<file path="src/lps_consts.svh">
`ifndef LPS_CONSTS_SVH
`define LPS_CONSTS_SVH

// register byte offsets
`define LPS_OFF_CTRL     8'h00
`define LPS_OFF_EDGE     8'h04
`define LPS_OFF_STAT     8'h08
`define LPS_OFF_MASK     8'h0C
`define LPS_OFF_BRKVAL   8'h10
`define LPS_OFF_SYNCVAL  8'h14

// control register fields
`define LPS_CTRL_EN_BIT    2
`define LPS_CTRL_MODE_BIT  6
`define LPS_CTRL_STOP_BIT  7
`define LPS_CTRL_GATE_BIT  8
`define LPS_CTRL_RST       4'h0

// edge configuration field [7:4]
`define LPS_EDGE_LSB       4
`define LPS_EDGE_MSB       7
`define LPS_EDGE_RST       4'h0

// status / mask bits
`define LPS_ST_BRK         0
`define LPS_ST_BCMP        1
`define LPS_ST_BOVF        2
`define LPS_ST_SYNC        3
`define LPS_ST_RST         4'h0
`define LPS_MASK_RST       4'h0

// timing
`define LPS_CLK_NS         8
`define LPS_BREAK_MIN_NS   677000
`define LPS_BREAK_MIN_CYC  (`LPS_BREAK_MIN_NS / `LPS_CLK_NS)

`endif

</file>
<file path="src/lps_pkg.sv">
package lps_pkg;

  typedef enum logic {
    LPS_MODE_LIN   = 1'b0,
    LPS_MODE_PULSE = 1'b1
  } lps_mode_e;

  typedef enum logic [1:0] {
    LPS_HUNT = 2'b00,
    LPS_SYNC = 2'b01,
    LPS_PASS = 2'b10
  } lps_lin_e;

  typedef struct packed {
    logic      gate;
    logic      stop_rise;
    lps_mode_e mode;
    logic      enable;
  } lps_ctrl_s;

  typedef struct packed {
    logic lvl;
    logic rise;
    logic fall;
  } lps_edge_s;

endpackage

</file>
<file path="src/lps_sync_ctrl.sv">
// Function
// - gate on, LIN mode: hold UART receive high until synced
// - gate off: pass UART receive through
// - pulse read: rising edge sets break status
// - break timer runs falling to rising edge
// - compare match and overflow raise interrupts
// - pulse write: no break status on rise
// - pulse write: break timer still stops on rise
// - stop edge bit picks rising or falling count
// - mode bit selects pulse bus or LIN
//
// Design decisions made here: the APB register port and the register addresses.
`timescale 1ns/1ps
`include "lps_consts.svh"
module lps_sync_ctrl
#(
  parameter int CNT_W         = 20,
  parameter int BREAK_MIN_CYC = `LPS_BREAK_MIN_CYC
)
(
  input  wire logic        pclk,      // system clock
  input  wire logic        presetn,   // async reset, active low
  input  wire logic        psel,      // apb select
  input  wire logic        penable,   // apb enable
  input  wire logic        pwrite,    // apb direction
  input  wire logic [7:0]  paddr,     // apb byte address
  input  wire logic [31:0] pwdata,    // apb write data
  output logic      [31:0] prdata,    // apb read data
  output logic             pready,    // apb ready
  output logic             pslverr,   // apb error, unmapped address
  input  wire logic        bus_pin,   // single-wire bus receive level
  output logic             uart_rxd,  // receive line towards the UART
  output logic             irq        // level interrupt
);

  localparam logic [CNT_W-1:0] BRK_MIN = CNT_W'(BREAK_MIN_CYC);

  // apb register select
  function automatic logic [5:0] reg_sel(input logic [7:0] a);
    reg_sel = '0;
    unique case (a)
      `LPS_OFF_CTRL:    reg_sel[0] = 1'b1;
      `LPS_OFF_EDGE:    reg_sel[1] = 1'b1;
      `LPS_OFF_STAT:    reg_sel[2] = 1'b1;
      `LPS_OFF_MASK:    reg_sel[3] = 1'b1;
      `LPS_OFF_BRKVAL:  reg_sel[4] = 1'b1;
      `LPS_OFF_SYNCVAL: reg_sel[5] = 1'b1;
      default:          reg_sel    = '0;
    endcase
  endfunction

  lps_pkg::lps_edge_s  bus;
  lps_pkg::lps_ctrl_s  ctrl_q;
  lps_pkg::lps_ctrl_s  ctrl_d;
  logic [3:0]          edge_cfg_q;
  logic [3:0]          edge_cfg_d;
  logic [3:0]          stat_q;
  logic [3:0]          stat_d;
  logic [3:0]          mask_q;
  logic [3:0]          mask_d;
  logic [CNT_W-1:0]    cmp_q;
  logic [CNT_W-1:0]    cmp_d;
  logic [31:0]         rdata_q;
  logic [31:0]         rdata_d;
  lps_pkg::lps_lin_e   st_q;
  lps_pkg::lps_lin_e   st_d;
  logic [CNT_W-1:0]    sync_cnt_q;
  logic [CNT_W-1:0]    sync_cnt_d;
  logic [3:0]          rcnt_q;
  logic [3:0]          rcnt_d;
  logic [3:0]          fcnt_q;
  logic [3:0]          fcnt_d;
  logic [5:0]          sel;
  logic                wr;
  logic                rd_setup;
  logic [CNT_W-1:0]    brk_cnt;
  logic                brk_run;
  logic                brk_cmp;
  logic                brk_ovf;
  logic                pulse_mode;
  logic                break_seen;
  logic                sync_hit;
  logic [3:0]          stat_set;
  logic [3:0]          stat_clr;

  lps_edge_sync u_sync
  (
    .clk    (pclk),
    .rst_n  (presetn),
    .pin    (bus_pin),
    .edge_o (bus)
  );

  lps_break_timer #(.W(CNT_W)) u_brk
  (
    .clk     (pclk),
    .rst_n   (presetn),
    .start   (bus.fall && ctrl_q.enable),
    .stop    (bus.rise),
    .cmp_val (cmp_q),
    .count   (brk_cnt),
    .running (brk_run),
    .cmp_evt (brk_cmp),
    .ovf_evt (brk_ovf)
  );

  assign pulse_mode = ctrl_q.enable && (ctrl_q.mode == lps_pkg::LPS_MODE_PULSE);
  // a LIN break is a low pulse at least the minimum length
  assign break_seen = ctrl_q.enable && !pulse_mode && bus.rise && brk_run
                      && (brk_cnt >= BRK_MIN);

  // ---------------- apb slave ----------------
  assign sel      = reg_sel(paddr);
  assign wr       = psel && penable && pwrite && (sel != '0);
  assign rd_setup = psel && !penable && !pwrite;
  assign pready   = 1'b1;
  assign pslverr  = psel && penable && (sel == '0);
  assign prdata   = rdata_q;

  always_comb
  begin
    ctrl_d     = ctrl_q;
    edge_cfg_d = edge_cfg_q;
    mask_d     = mask_q;
    cmp_d      = cmp_q;
    stat_clr   = '0;
    rdata_d    = rdata_q;
    if (wr && sel[0])
    begin
      ctrl_d.enable    = pwdata[`LPS_CTRL_EN_BIT];
      ctrl_d.mode      = lps_pkg::lps_mode_e'(pwdata[`LPS_CTRL_MODE_BIT]);
      ctrl_d.stop_rise = pwdata[`LPS_CTRL_STOP_BIT];
      ctrl_d.gate      = pwdata[`LPS_CTRL_GATE_BIT];
    end
    if (wr && sel[1])
      edge_cfg_d = pwdata[`LPS_EDGE_MSB:`LPS_EDGE_LSB];
    if (wr && sel[2])
      stat_clr = pwdata[3:0];
    if (wr && sel[3])
      mask_d = pwdata[3:0];
    if (wr && sel[4])
      cmp_d = pwdata[CNT_W-1:0];
    if (rd_setup)
    begin
      rdata_d = '0;
      if (sel[0])
      begin
        rdata_d[`LPS_CTRL_EN_BIT]   = ctrl_q.enable;
        rdata_d[`LPS_CTRL_MODE_BIT] = ctrl_q.mode;
        rdata_d[`LPS_CTRL_STOP_BIT] = ctrl_q.stop_rise;
        rdata_d[`LPS_CTRL_GATE_BIT] = ctrl_q.gate;
      end
      if (sel[1])
        rdata_d[`LPS_EDGE_MSB:`LPS_EDGE_LSB] = edge_cfg_q;
      if (sel[2])
        rdata_d[3:0] = stat_q;
      if (sel[3])
        rdata_d[3:0] = mask_q;
      if (sel[4])
        rdata_d[CNT_W-1:0] = brk_cnt;
      if (sel[5])
        rdata_d[CNT_W-1:0] = sync_cnt_q;
    end
  end

  always_ff @(posedge pclk or negedge presetn)
  begin
    if (!presetn)
    begin
      ctrl_q     <= lps_pkg::lps_ctrl_s'(`LPS_CTRL_RST);
      edge_cfg_q <= `LPS_EDGE_RST;
      mask_q     <= `LPS_MASK_RST;
      cmp_q      <= '0;
      rdata_q    <= '0;
    end
    else
    begin
      ctrl_q     <= ctrl_d;
      edge_cfg_q <= edge_cfg_d;
      mask_q     <= mask_d;
      cmp_q      <= cmp_d;
      rdata_q    <= rdata_d;
    end
  end

  // ---------------- LIN break / sync tracking ----------------
  always_comb
  begin
    st_d       = st_q;
    sync_cnt_d = sync_cnt_q;
    rcnt_d     = rcnt_q;
    fcnt_d     = fcnt_q;
    sync_hit   = 1'b0;
    if (!ctrl_q.enable || pulse_mode)
      st_d = lps_pkg::LPS_HUNT;
    else if (break_seen)
    begin
      st_d       = lps_pkg::LPS_SYNC;
      sync_cnt_d = '0;
      rcnt_d     = '0;
      fcnt_d     = '0;
    end
    else
    begin
      unique case (st_q)
        lps_pkg::LPS_HUNT:
          st_d = lps_pkg::LPS_HUNT;
        lps_pkg::LPS_SYNC:
        begin
          // timer starts at the first falling edge of the sync byte
          if (fcnt_q != '0)
            sync_cnt_d = sync_cnt_q + 1'b1;
          if (bus.rise)
            rcnt_d = rcnt_q + 1'b1;
          if (bus.fall)
            fcnt_d = fcnt_q + 1'b1;
          if (ctrl_q.stop_rise ? (bus.rise && rcnt_d == edge_cfg_q)
                               : (bus.fall && fcnt_d == edge_cfg_q))
          begin
            sync_hit = 1'b1;
            st_d     = lps_pkg::LPS_PASS;
          end
        end
        lps_pkg::LPS_PASS:
          st_d = lps_pkg::LPS_PASS;
        default:
          st_d = lps_pkg::LPS_HUNT;
      endcase
    end
  end

  always_ff @(posedge pclk or negedge presetn)
  begin
    if (!presetn)
    begin
      st_q       <= lps_pkg::LPS_HUNT;
      sync_cnt_q <= '0;
      rcnt_q     <= '0;
      fcnt_q     <= '0;
    end
    else
    begin
      st_q       <= st_d;
      sync_cnt_q <= sync_cnt_d;
      rcnt_q     <= rcnt_d;
      fcnt_q     <= fcnt_d;
    end
  end

  // receive gating towards the UART, registered
  logic rxd_q;
  logic rxd_d;

  always_comb
  begin
    if (ctrl_q.enable && !pulse_mode && ctrl_q.gate && (st_q != lps_pkg::LPS_PASS))
      rxd_d = 1'b1;
    else
      rxd_d = bus.lvl;
  end

  always_ff @(posedge pclk or negedge presetn)
  begin
    if (!presetn)
      rxd_q <= 1'b1;
    else
      rxd_q <= rxd_d;
  end

  assign uart_rxd = rxd_q;

  // ---------------- status and interrupt ----------------
  always_comb
  begin
    stat_set = '0;
    stat_set[`LPS_ST_BRK]  = (pulse_mode && ctrl_q.gate && bus.rise)
                             || break_seen;
    stat_set[`LPS_ST_BCMP] = brk_cmp;
    stat_set[`LPS_ST_BOVF] = brk_ovf;
    stat_set[`LPS_ST_SYNC] = sync_hit;
    // a set in the same cycle as its clear wins
    stat_d = (stat_q & ~stat_clr) | stat_set;
  end

  always_ff @(posedge pclk or negedge presetn)
  begin
    if (!presetn)
      stat_q <= `LPS_ST_RST;
    else
      stat_q <= stat_d;
  end

  logic irq_q;

  always_ff @(posedge pclk or negedge presetn)
  begin
    if (!presetn)
      irq_q <= 1'b0;
    else
      irq_q <= |(stat_d & mask_d);
  end

  assign irq = irq_q;
endmodule

</file>
<file path="src/lps_edge_sync.sv">
`timescale 1ns/1ps
module lps_edge_sync
(
  input  wire logic              clk,     // system clock
  input  wire logic              rst_n,   // async reset, active low
  input  wire logic              pin,     // raw bus level
  output lps_pkg::lps_edge_s     edge_o   // synchronised level and edges
);

  logic s1_q;
  logic s2_q;
  logic prev_q;

  // bus idles high, so the chain resets high
  always_ff @(posedge clk or negedge rst_n)
  begin
    if (!rst_n)
    begin
      s1_q   <= 1'b1;
      s2_q   <= 1'b1;
      prev_q <= 1'b1;
    end
    else
    begin
      s1_q   <= pin;
      s2_q   <= s1_q;
      prev_q <= s2_q;
    end
  end

  always_comb
  begin
    edge_o.lvl  = s2_q;
    edge_o.rise = s2_q & ~prev_q;
    edge_o.fall = ~s2_q & prev_q;
  end

endmodule

</file>
<file path="src/lps_break_timer.sv">
`timescale 1ns/1ps
module lps_break_timer
#(
  parameter int W = 20
)
(
  input  wire logic         clk,      // system clock
  input  wire logic         rst_n,    // async reset, active low
  input  wire logic         start,    // falling edge: restart from zero
  input  wire logic         stop,     // rising edge: freeze count
  input  wire logic [W-1:0] cmp_val,  // compare value
  output logic      [W-1:0] count,    // running or held count
  output logic              running,  // timer is counting
  output logic              cmp_evt,  // one-cycle compare match
  output logic              ovf_evt   // one-cycle overflow
);

  logic [W-1:0] cnt_q;
  logic [W-1:0] cnt_d;
  logic         run_q;
  logic         run_d;
  logic         full;

  always_comb
  begin
    full    = &cnt_q;
    cnt_d   = cnt_q;
    run_d   = run_q;
    cmp_evt = run_q && !stop && (cnt_q == cmp_val);
    ovf_evt = run_q && !stop && full;
    if (start)
    begin
      cnt_d = '0;
      run_d = 1'b1;
    end
    else if (stop || (run_q && full))
      run_d = 1'b0;
    else if (run_q)
      cnt_d = cnt_q + 1'b1;
  end

  always_ff @(posedge clk or negedge rst_n)
  begin
    if (!rst_n)
    begin
      cnt_q <= '0;
      run_q <= 1'b0;
    end
    else
    begin
      cnt_q <= cnt_d;
      run_q <= run_d;
    end
  end

  assign count   = cnt_q;
  assign running = run_q;

endmodule

</file>
<file path="config.mk">
export PLATFORM = sky130hd
export DESIGN_NAME = lps_sync_ctrl
export DESIGN_NICKNAME = d
export VERILOG_FILES = /design/src/lps_pkg.sv /design/src/lps_sync_ctrl.sv /design/src/lps_edge_sync.sv /design/src/lps_break_timer.sv
export VERILOG_INCLUDE_DIRS = /design/src /design/src/src
export SDC_FILE = /design/constraint.sdc
export NUM_CORES = 1
export LEC_CHECK = 0
export CAP_MARGIN = 10
export CORE_AREA = 8 8 151 153
export CTS_CLUSTER_SIZE = 10
export DETAILED_ROUTE_END_ITERATION = 10
export DIE_AREA = 0 0 159 161
export DONT_BUFFER_PORTS = 1
export PLACE_DENSITY = 0.4
export SYNTH_ARGS = -nofsm -noshare
export SYNTH_HDL_FRONTEND = slang
export SYNTH_SLANG_ARGS = --single-unit
export TNS_END_PERCENT = 10
</file>
<file path="constraint.sdc">
create_clock -name pclk -period 6.3 [get_ports pclk]
set_input_delay 0.63 -clock pclk [delete_from_list [all_inputs] [get_ports pclk]]
set_output_delay 0.63 -clock pclk [all_outputs]
set_load 0.01 [all_outputs]
</file>
==> flow_summary.yaml, run 1 <==
detailed_routing:
  detail_route.vias_per_cell: 4.94
  ant_nets: 0
  wl_per_cell_um: 19.8
  drt_wl_total_um: 16900
  drc: 0
  drtIter0Drc: 267
  dr.pass1.iters: 4
  vias: 4223
pwr:
  leakage_nw: 2.82
  combPwrFrac_pct: 4.8
  pwr-share-clk_pct: 39.8
  seqPwrFrac_pct: 55.4
  switching_power_mw: 0.320
  ir_drop_v: 0.000124
  power_density_mw_per_mm2: 207
  p_int_mw: 1.02
  power.share.switching_pct: 23.8
sta:
  period_needed_ps: 3510
  rsz0062_at_grt: "no"
  fin_worst_hold_slack_ps: 110
  maxSlewViolCount: 0
  tns_ps: 0
  fin_ws_ps: 2790
  skew_ps: 12.9
  setup_viol: 0
  fmax_ghz: 0.285
  slew_headroom_pct: 23.5
  hold_violations: 0
  fin_crit_sh_pct: 55.6
  worst_pin_slew_ps: 1150
placed_design:
  place_ws_ps: 2650
  io_buffer_count: 0
  placedCellCount: 838
  gp_congestion: 0.796
  dp_hpwl_um: 12200
cts:
  clkTransAtPathRegs_ps: 70
  htreeDepth: 3
  cts_root_buf: "clkbuf_16"
  postCtsSetupBuffers: 0
  clock_latency_ps: 360
  cts_sinks: 112
  cts_buffers: 9
  clockBufferDepth: 2
  cts_tree: "done"
synth:
  synth.distinct_cells: 61
  synth_warnings: 0
  syn_inst: 594
  synth_edf_count: 0
  syn_avg_cell_area_um2: 10.1
  ys.flop_type: "dfrtp_1"
  synth-seq-cells: 112
  synthArstFlopShare_pct: 100
  yosysSeqAreaShare_pct: 46.8
  syn_area_mm2: 0.00599
setup_path:
  required_ps: 6510
  timing.critical_path.arrival_ps: 3720
  r2r_end: "irq$_DFF_PN0_"
  reg2reg_setup_slack_ps: 2790
  worst-path-max-fanout: 26
  path_class: "register to register"
  cp-start-kind: "register"
  critPathCaptureType: "register"
  reg2reg_from: "u_brk.count[17]$_DFFE_PN0P_"
  rr_worst_depth: 6
layout:
  fill_cells: 2142
  final_nets: 630
  diodes: 0
  drive_gt1_share_pct: 11.0
  seq_area_mm2: 0.00281
  mostFrequentLayoutCells: "dfrtp_1 (108), nor2_1 (55), nand2_1 (52), xnor2_1 (39), mux2_2 (30)"
  area_growth_pct: 8.08
  multiInputGateArea_mm2: 0.00294
  final_common_cell: "dfrtp_1"
  finalNonFillerCells: 855
floorplanning:
  fp.dieW_um: 159
  rows: 53
  die_area_mm2: 0.0256
  initial_core_util_pct: 29.2
  die_height_um: 161
  core_mm2: 0.0206
  pin_count: 82
run_status:
  status: "complete, no violations"
global_routing:
  grt_pass1_wl_um: 26900
  overflow: 0
  grtUsageTotal_pct: 13.5
  antenna_found_initial: 0
  grt_pass1_vias: 4401
  grt_max_degree: 109
run:
  cap_violations: 0
worst_hold_path:
  worstHoldPathType: "primary input to asynchronous set/reset pin"
logic make-up (layout without fill, tap and decap cells):
logic type      Yosys count  count (layout)  synth area share (%)
other cells               2              13                 0.125
xor+xnor                 66              66                  9.64
mux                      53              53                  9.73
buf+inv                  61              36                  4.78
flops                   112             112                  46.8
fa+ha+maj                 9               9                  1.88
simple gates            211             211                  17.7
compound gates           80              80                  9.27
how the worst max path moves through the flow:
stage	depth (start not counted)	from	end	slack, ps
6_report	6	u_brk.count[17]$_DFFE_PN0P_	irq$_DFF_PN0_	2790
5_1_grt	6	u_brk.count[18]$_DFFE_PN0P_	irq$_DFF_PN0_	2550
4_1_cts	6	u_brk.count[18]$_DFFE_PN0P_	irq$_DFF_PN0_	2780
3_5_place_dp	5	paddr[5]	cmp_q[11]$_DFFE_PN0P_	2650
3_3_place_gp	5	paddr[5]	cmp_q[14]$_DFFE_PN0P_	2770
2_1_floorplan	8	paddr[5]	irq$_DFF_PN0_	3370
what timing repair did:
action                    4_1_cts  5_1_grt
gates resized for setup         0        0
hold endpoints to repair      108        0
hold buffers                    1        0
flip-flops by register name (all words and copies together) (netlist names), 2 cells and up:
| signal | count |
|---|---|
| cmp_q | 20 |
| ctrl_q | 4 |
| edge_cfg_q | 4 |
| fcnt_q | 4 |
| mask_q | 4 |
| prdata | 20 |
| rcnt_q | 4 |
| st_q | 2 |
| stat_q | 4 |
| sync_cnt_q | 20 |
| u_brk.count | 20 |
through the flow:
| step | utilization, % | total power, mW | area, um^2 |
|---|---|---|---|
| after floorplan | - | 0.803 | 6040 |
| after CTS | 31.5 | 1.37 | 6480 |
| after detailed placement | 30.1 | 0.809 | 6190 |
| final | 31.5 | 1.34 | 6480 |
| after global routing | 31.5 | 1.41 | 6480 |
| after global placement | 30.1 | 0.809 | 6190 |
worst max-delay path, cell delays in order (launching register included):
cell,delay (ps)
dfrtp_1,490
or3_1,400
or4_1,440
a2111oi_0,480
or2_1,950
nor4b_1,140
or4_1,470
cell type report:
type	count	share of cell area, %
multi-input combinational	432	45.4
clock buffer	12	3.65
timing repair buffer	7	1.12
clock inverter	4	0.386
tap	275	5.31
inverter	13	0.753
sequential	112	43.3
cells in the mapped netlist, drive strengths merged, types with 4 or more instances:
master    n  area share (%)
xor2     27             3.9
or2       6            0.63
nand2b    4            0.42
a21oi     9            0.75
nand3    20             1.7
a21o      4            0.50
inv      13            0.81
ha        9             1.9
nand4    22             2.3
or4       4            0.50
xnor2    39             5.7
and4      6            0.88
mux2i    20             3.3
o31ai    12             1.5
mux2     33             6.4
a21boi    5            0.63
or3       5            0.61
nor2     56             3.5
buf      21             2.3
nand2    52             3.3
nor4      5            0.52
nor2b     4            0.42
a22oi     5            0.63
dfrtp   108              45
o21ai    17             1.4
a31oi     4            0.42
a22o      5            0.73
nor3      9            0.75
clkbuf   27             1.7
and3      5            0.52
dfstp     4             1.8
metal layers:
metal | track usage [%] | vias up | wire, um
met5 | 0 | - | 0
met4 | 3.60 | 0 | 188
met3 | 4.10 | 11 | 1070
met2 | 21.0 | 91 | 7690
met1 | 18.0 | 2102 | 7990
li1 | - | 2019 | -
power groups by stage:
stage	logic [mW]	registers, mW	clock network, mW
after floorplan	0.0491	0.754	0
after global placement	0.0504	0.758	0
after detailed placement	0.0502	0.759	0
after CTS	0.0674	0.744	0.557
after global routing	0.0758	0.746	0.585
final	0.0648	0.744	0.534
(Power assumes the default switching activity.)
==> run 2: changes to the inputs <==
--- a/config.mk
+++ b/config.mk
@@ -12,7 +12,7 @@
 export DETAILED_ROUTE_END_ITERATION = 10
 export DIE_AREA = 0 0 159 161
 export DONT_BUFFER_PORTS = 1
-export PLACE_DENSITY = 0.4
+export PLACE_DENSITY = 0.42
 export SYNTH_ARGS = -nofsm -noshare
 export SYNTH_HDL_FRONTEND = slang
 export SYNTH_SLANG_ARGS = --single-unit
==> constraint.sdc (replaced) <==
create_clock -name pclk -period 3.2 [get_ports pclk]
set_input_delay 0.32 -clock pclk [delete_from_list [all_inputs] [get_ports pclk]]
set_output_delay 0.32 -clock pclk [all_outputs]
set_load 0.01 [all_outputs]
==> run 2 against run 1 <==
Against the previous run:
- clock skew decreased by 7.1 ps
- clock power increased by 110%
- sequential share of layout area decreased by 0.91 points
- combinational power increased by 110%
- first-iteration DRC count decreased by 9.4%
- flip-flop and latch count unchanged
- die area unchanged
- critical endpoint unchanged
- largest cell class unchanged
- largest power group unchanged
==> flow_summary.yaml, run 2 (same netlist as run 1, synthesis figures left out) <==
detailed_routing:
  dr.pass1.iters: 6
  detail_route.vias_per_cell: 4.90
  drc: 0
  drtIter0Drc: 242
  vias: 4263
  wl_per_cell_um: 18.8
  drt_wl_total_um: 16400
  ant_nets: 0
sta:
  worst_pin_slew_ps: 844
  fin_crit_sh_pct: 85.4
  fmax_ghz: 0.366
  hold_violations: 0
  skew_ps: 5.82
  rsz0062_at_grt: "no"
  maxSlewViolCount: 0
  setup_viol: 0
  tns_ps: 0
  slew_headroom_pct: 43.8
  period_needed_ps: 2730
layout:
  final_common_cell: "dfrtp_1"
  drive_gt1_share_pct: 13.3
  area_growth_pct: 10.4
  fin_area_mm2: 0.00662
  mostFrequentLayoutCells: "dfrtp_1 (108), nor2_1 (55), nand2_1 (52), xnor2_1 (39), mux2_2 (30)"
  finalNonFillerCells: 870
  final_nets: 645
  fill_cells: 2140
  diodes: 0
setup_path:
  cp-start-kind: "register"
  path_class: "register to register"
  critical_path.slowest_cell: "or4_1"
  critPathCaptureType: "register"
  cp_slowest_stage_delay_ps: 530
  required_ps: 3430
  r2r_end: "irq$_DFF_PN0_"
  reg2reg_setup_slack_ps: 470
  cp_cell_sequence: "ha_1, or4b_1, a31oi_1, a2111oi_0, nor2_1, a21boi_0, or4_1"
  worst-path-buf-inv: 0
  timing.critical_path.arrival_ps: 2960
  crit_family: "simple AND/OR/NAND/NOR gates"
  rr_worst_depth: 7
  cp-startpoint: "u_brk.count[0]$_DFFE_PN0P_"
  worst-path-max-fanout: 7
  reg2reg_from: "u_brk.count[0]$_DFFE_PN0P_"
floorplanning:
  die_height_um: 161
  rows: 53
  die_area_mm2: 0.0256
  initial_core_util_pct: 29.2
  core_mm2: 0.0206
  pin_count: 82
  fp.dieW_um: 159
cts:
  clkTransAtPathRegs_ps: 70
  cts_buffers: 9
  cts_root_buf: "clkbuf_16"
  clockBufferDepth: 2
  postCtsSetupBuffers: 0
  cts_tree: "done"
  cts_sinks: 112
  clock_latency_ps: 360
  htreeDepth: 3
run_status:
  status: "complete, no violations"
global_routing:
  antenna_found_initial: 0
  grt_pass1_vias: 4472
  overflow: 0
  grt_pass1_wl_um: 26300
  grtUsageTotal_pct: 13.1
  grt_max_degree: 113
run:
  cap_violations: 0
worst_hold_path:
  worstHoldPathCells: 1
  holdPathEnd: "ctrl_q[0]$_DFFE_PN0P_"
  min_from: "pwdata[2]"
  worstHoldPathType: "primary input to register"
placed_design:
  gp_congestion: 0.743
  io_buffer_count: 0
  placedCellCount: 851
  place_area_mm2: 0.00629
  dp_hpwl_um: 12100
pwr:
  leakage_nw: 2.91
  power_density_mw_per_mm2: 408
  ir_drop_v: 0.000259
[run 2: report_power, final]
part	internal [mW]	switching [mW]	total (mW)
logic	0.0530	0.0800	0.133
registers	1.44	0.0272	1.46
clock network	0.558	0.542	1.10
[run 2: final cells by class]
| type | instances | area, um^2 | share of cell area (%) |
|---|---|---|---|
| Tap cell | 275 | 344 | 5.20 |
| Clock buffer | 11 | 243 | 3.67 |
| Clock inverter | 5 | 40.0 | 0.605 |
| Multi-Input combinational cell | 432 | 2940 | 44.5 |
| Timing Repair Buffer | 22 | 190 | 2.87 |
| Sequential cell | 112 | 2810 | 42.4 |
| Inverter | 13 | 48.8 | 0.737 |
[run 2: worst max-delay path by stage]
stage / slack, ps / cells after the start / endpoint
3_3_place_gp: 480 / 7 / rcnt_q[1]$_DFFE_PN0P_
6_report: 470 / 7 / irq$_DFF_PN0_
2_1_floorplan: 580 / 8 / irq$_DFF_PN0_
3_5_place_dp: 430 / 7 / irq$_DFF_PN0_
5_1_grt: 240 / 7 / rcnt_q[1]$_DFFE_PN0P_
4_1_cts: 440 / 7 / irq$_DFF_PN0_
[run 2: layer usage]
metal	vias up	part of all wire (%)	track usage, %
li1	2049	-	-
met1	2111	46	17.1
met2	93	46	20.6
met3	10	6.4	4.12
met4	0	0.94	3.95
met5	-	0	0
[run 2: per-stage QoR]
| stage | power (mW) | setup slack [ps] | utilization (%) | hold WS, ps |
|---|---|---|---|---|
| 2_1_floorplan | 1.58 | 584 | - | 24.4 |
| 6_report | 2.70 | 469 | 32.2 | 108 |
| 3_5_place_dp | 1.59 | 433 | 30.6 | 32.6 |
| 3_3_place_gp | 1.59 | 481 | 30.6 | 32.8 |
| 4_1_cts | 2.76 | 439 | 32.2 | 83.8 |
| 5_1_grt | 2.82 | 243 | 32.2 | 89.8 |
[run 2: timing repair]
item | CTS | global route
gates resized for setup | 0 | 0
hold buffers | 3 | 0
endpoints found under the hold margin | 113 | 0
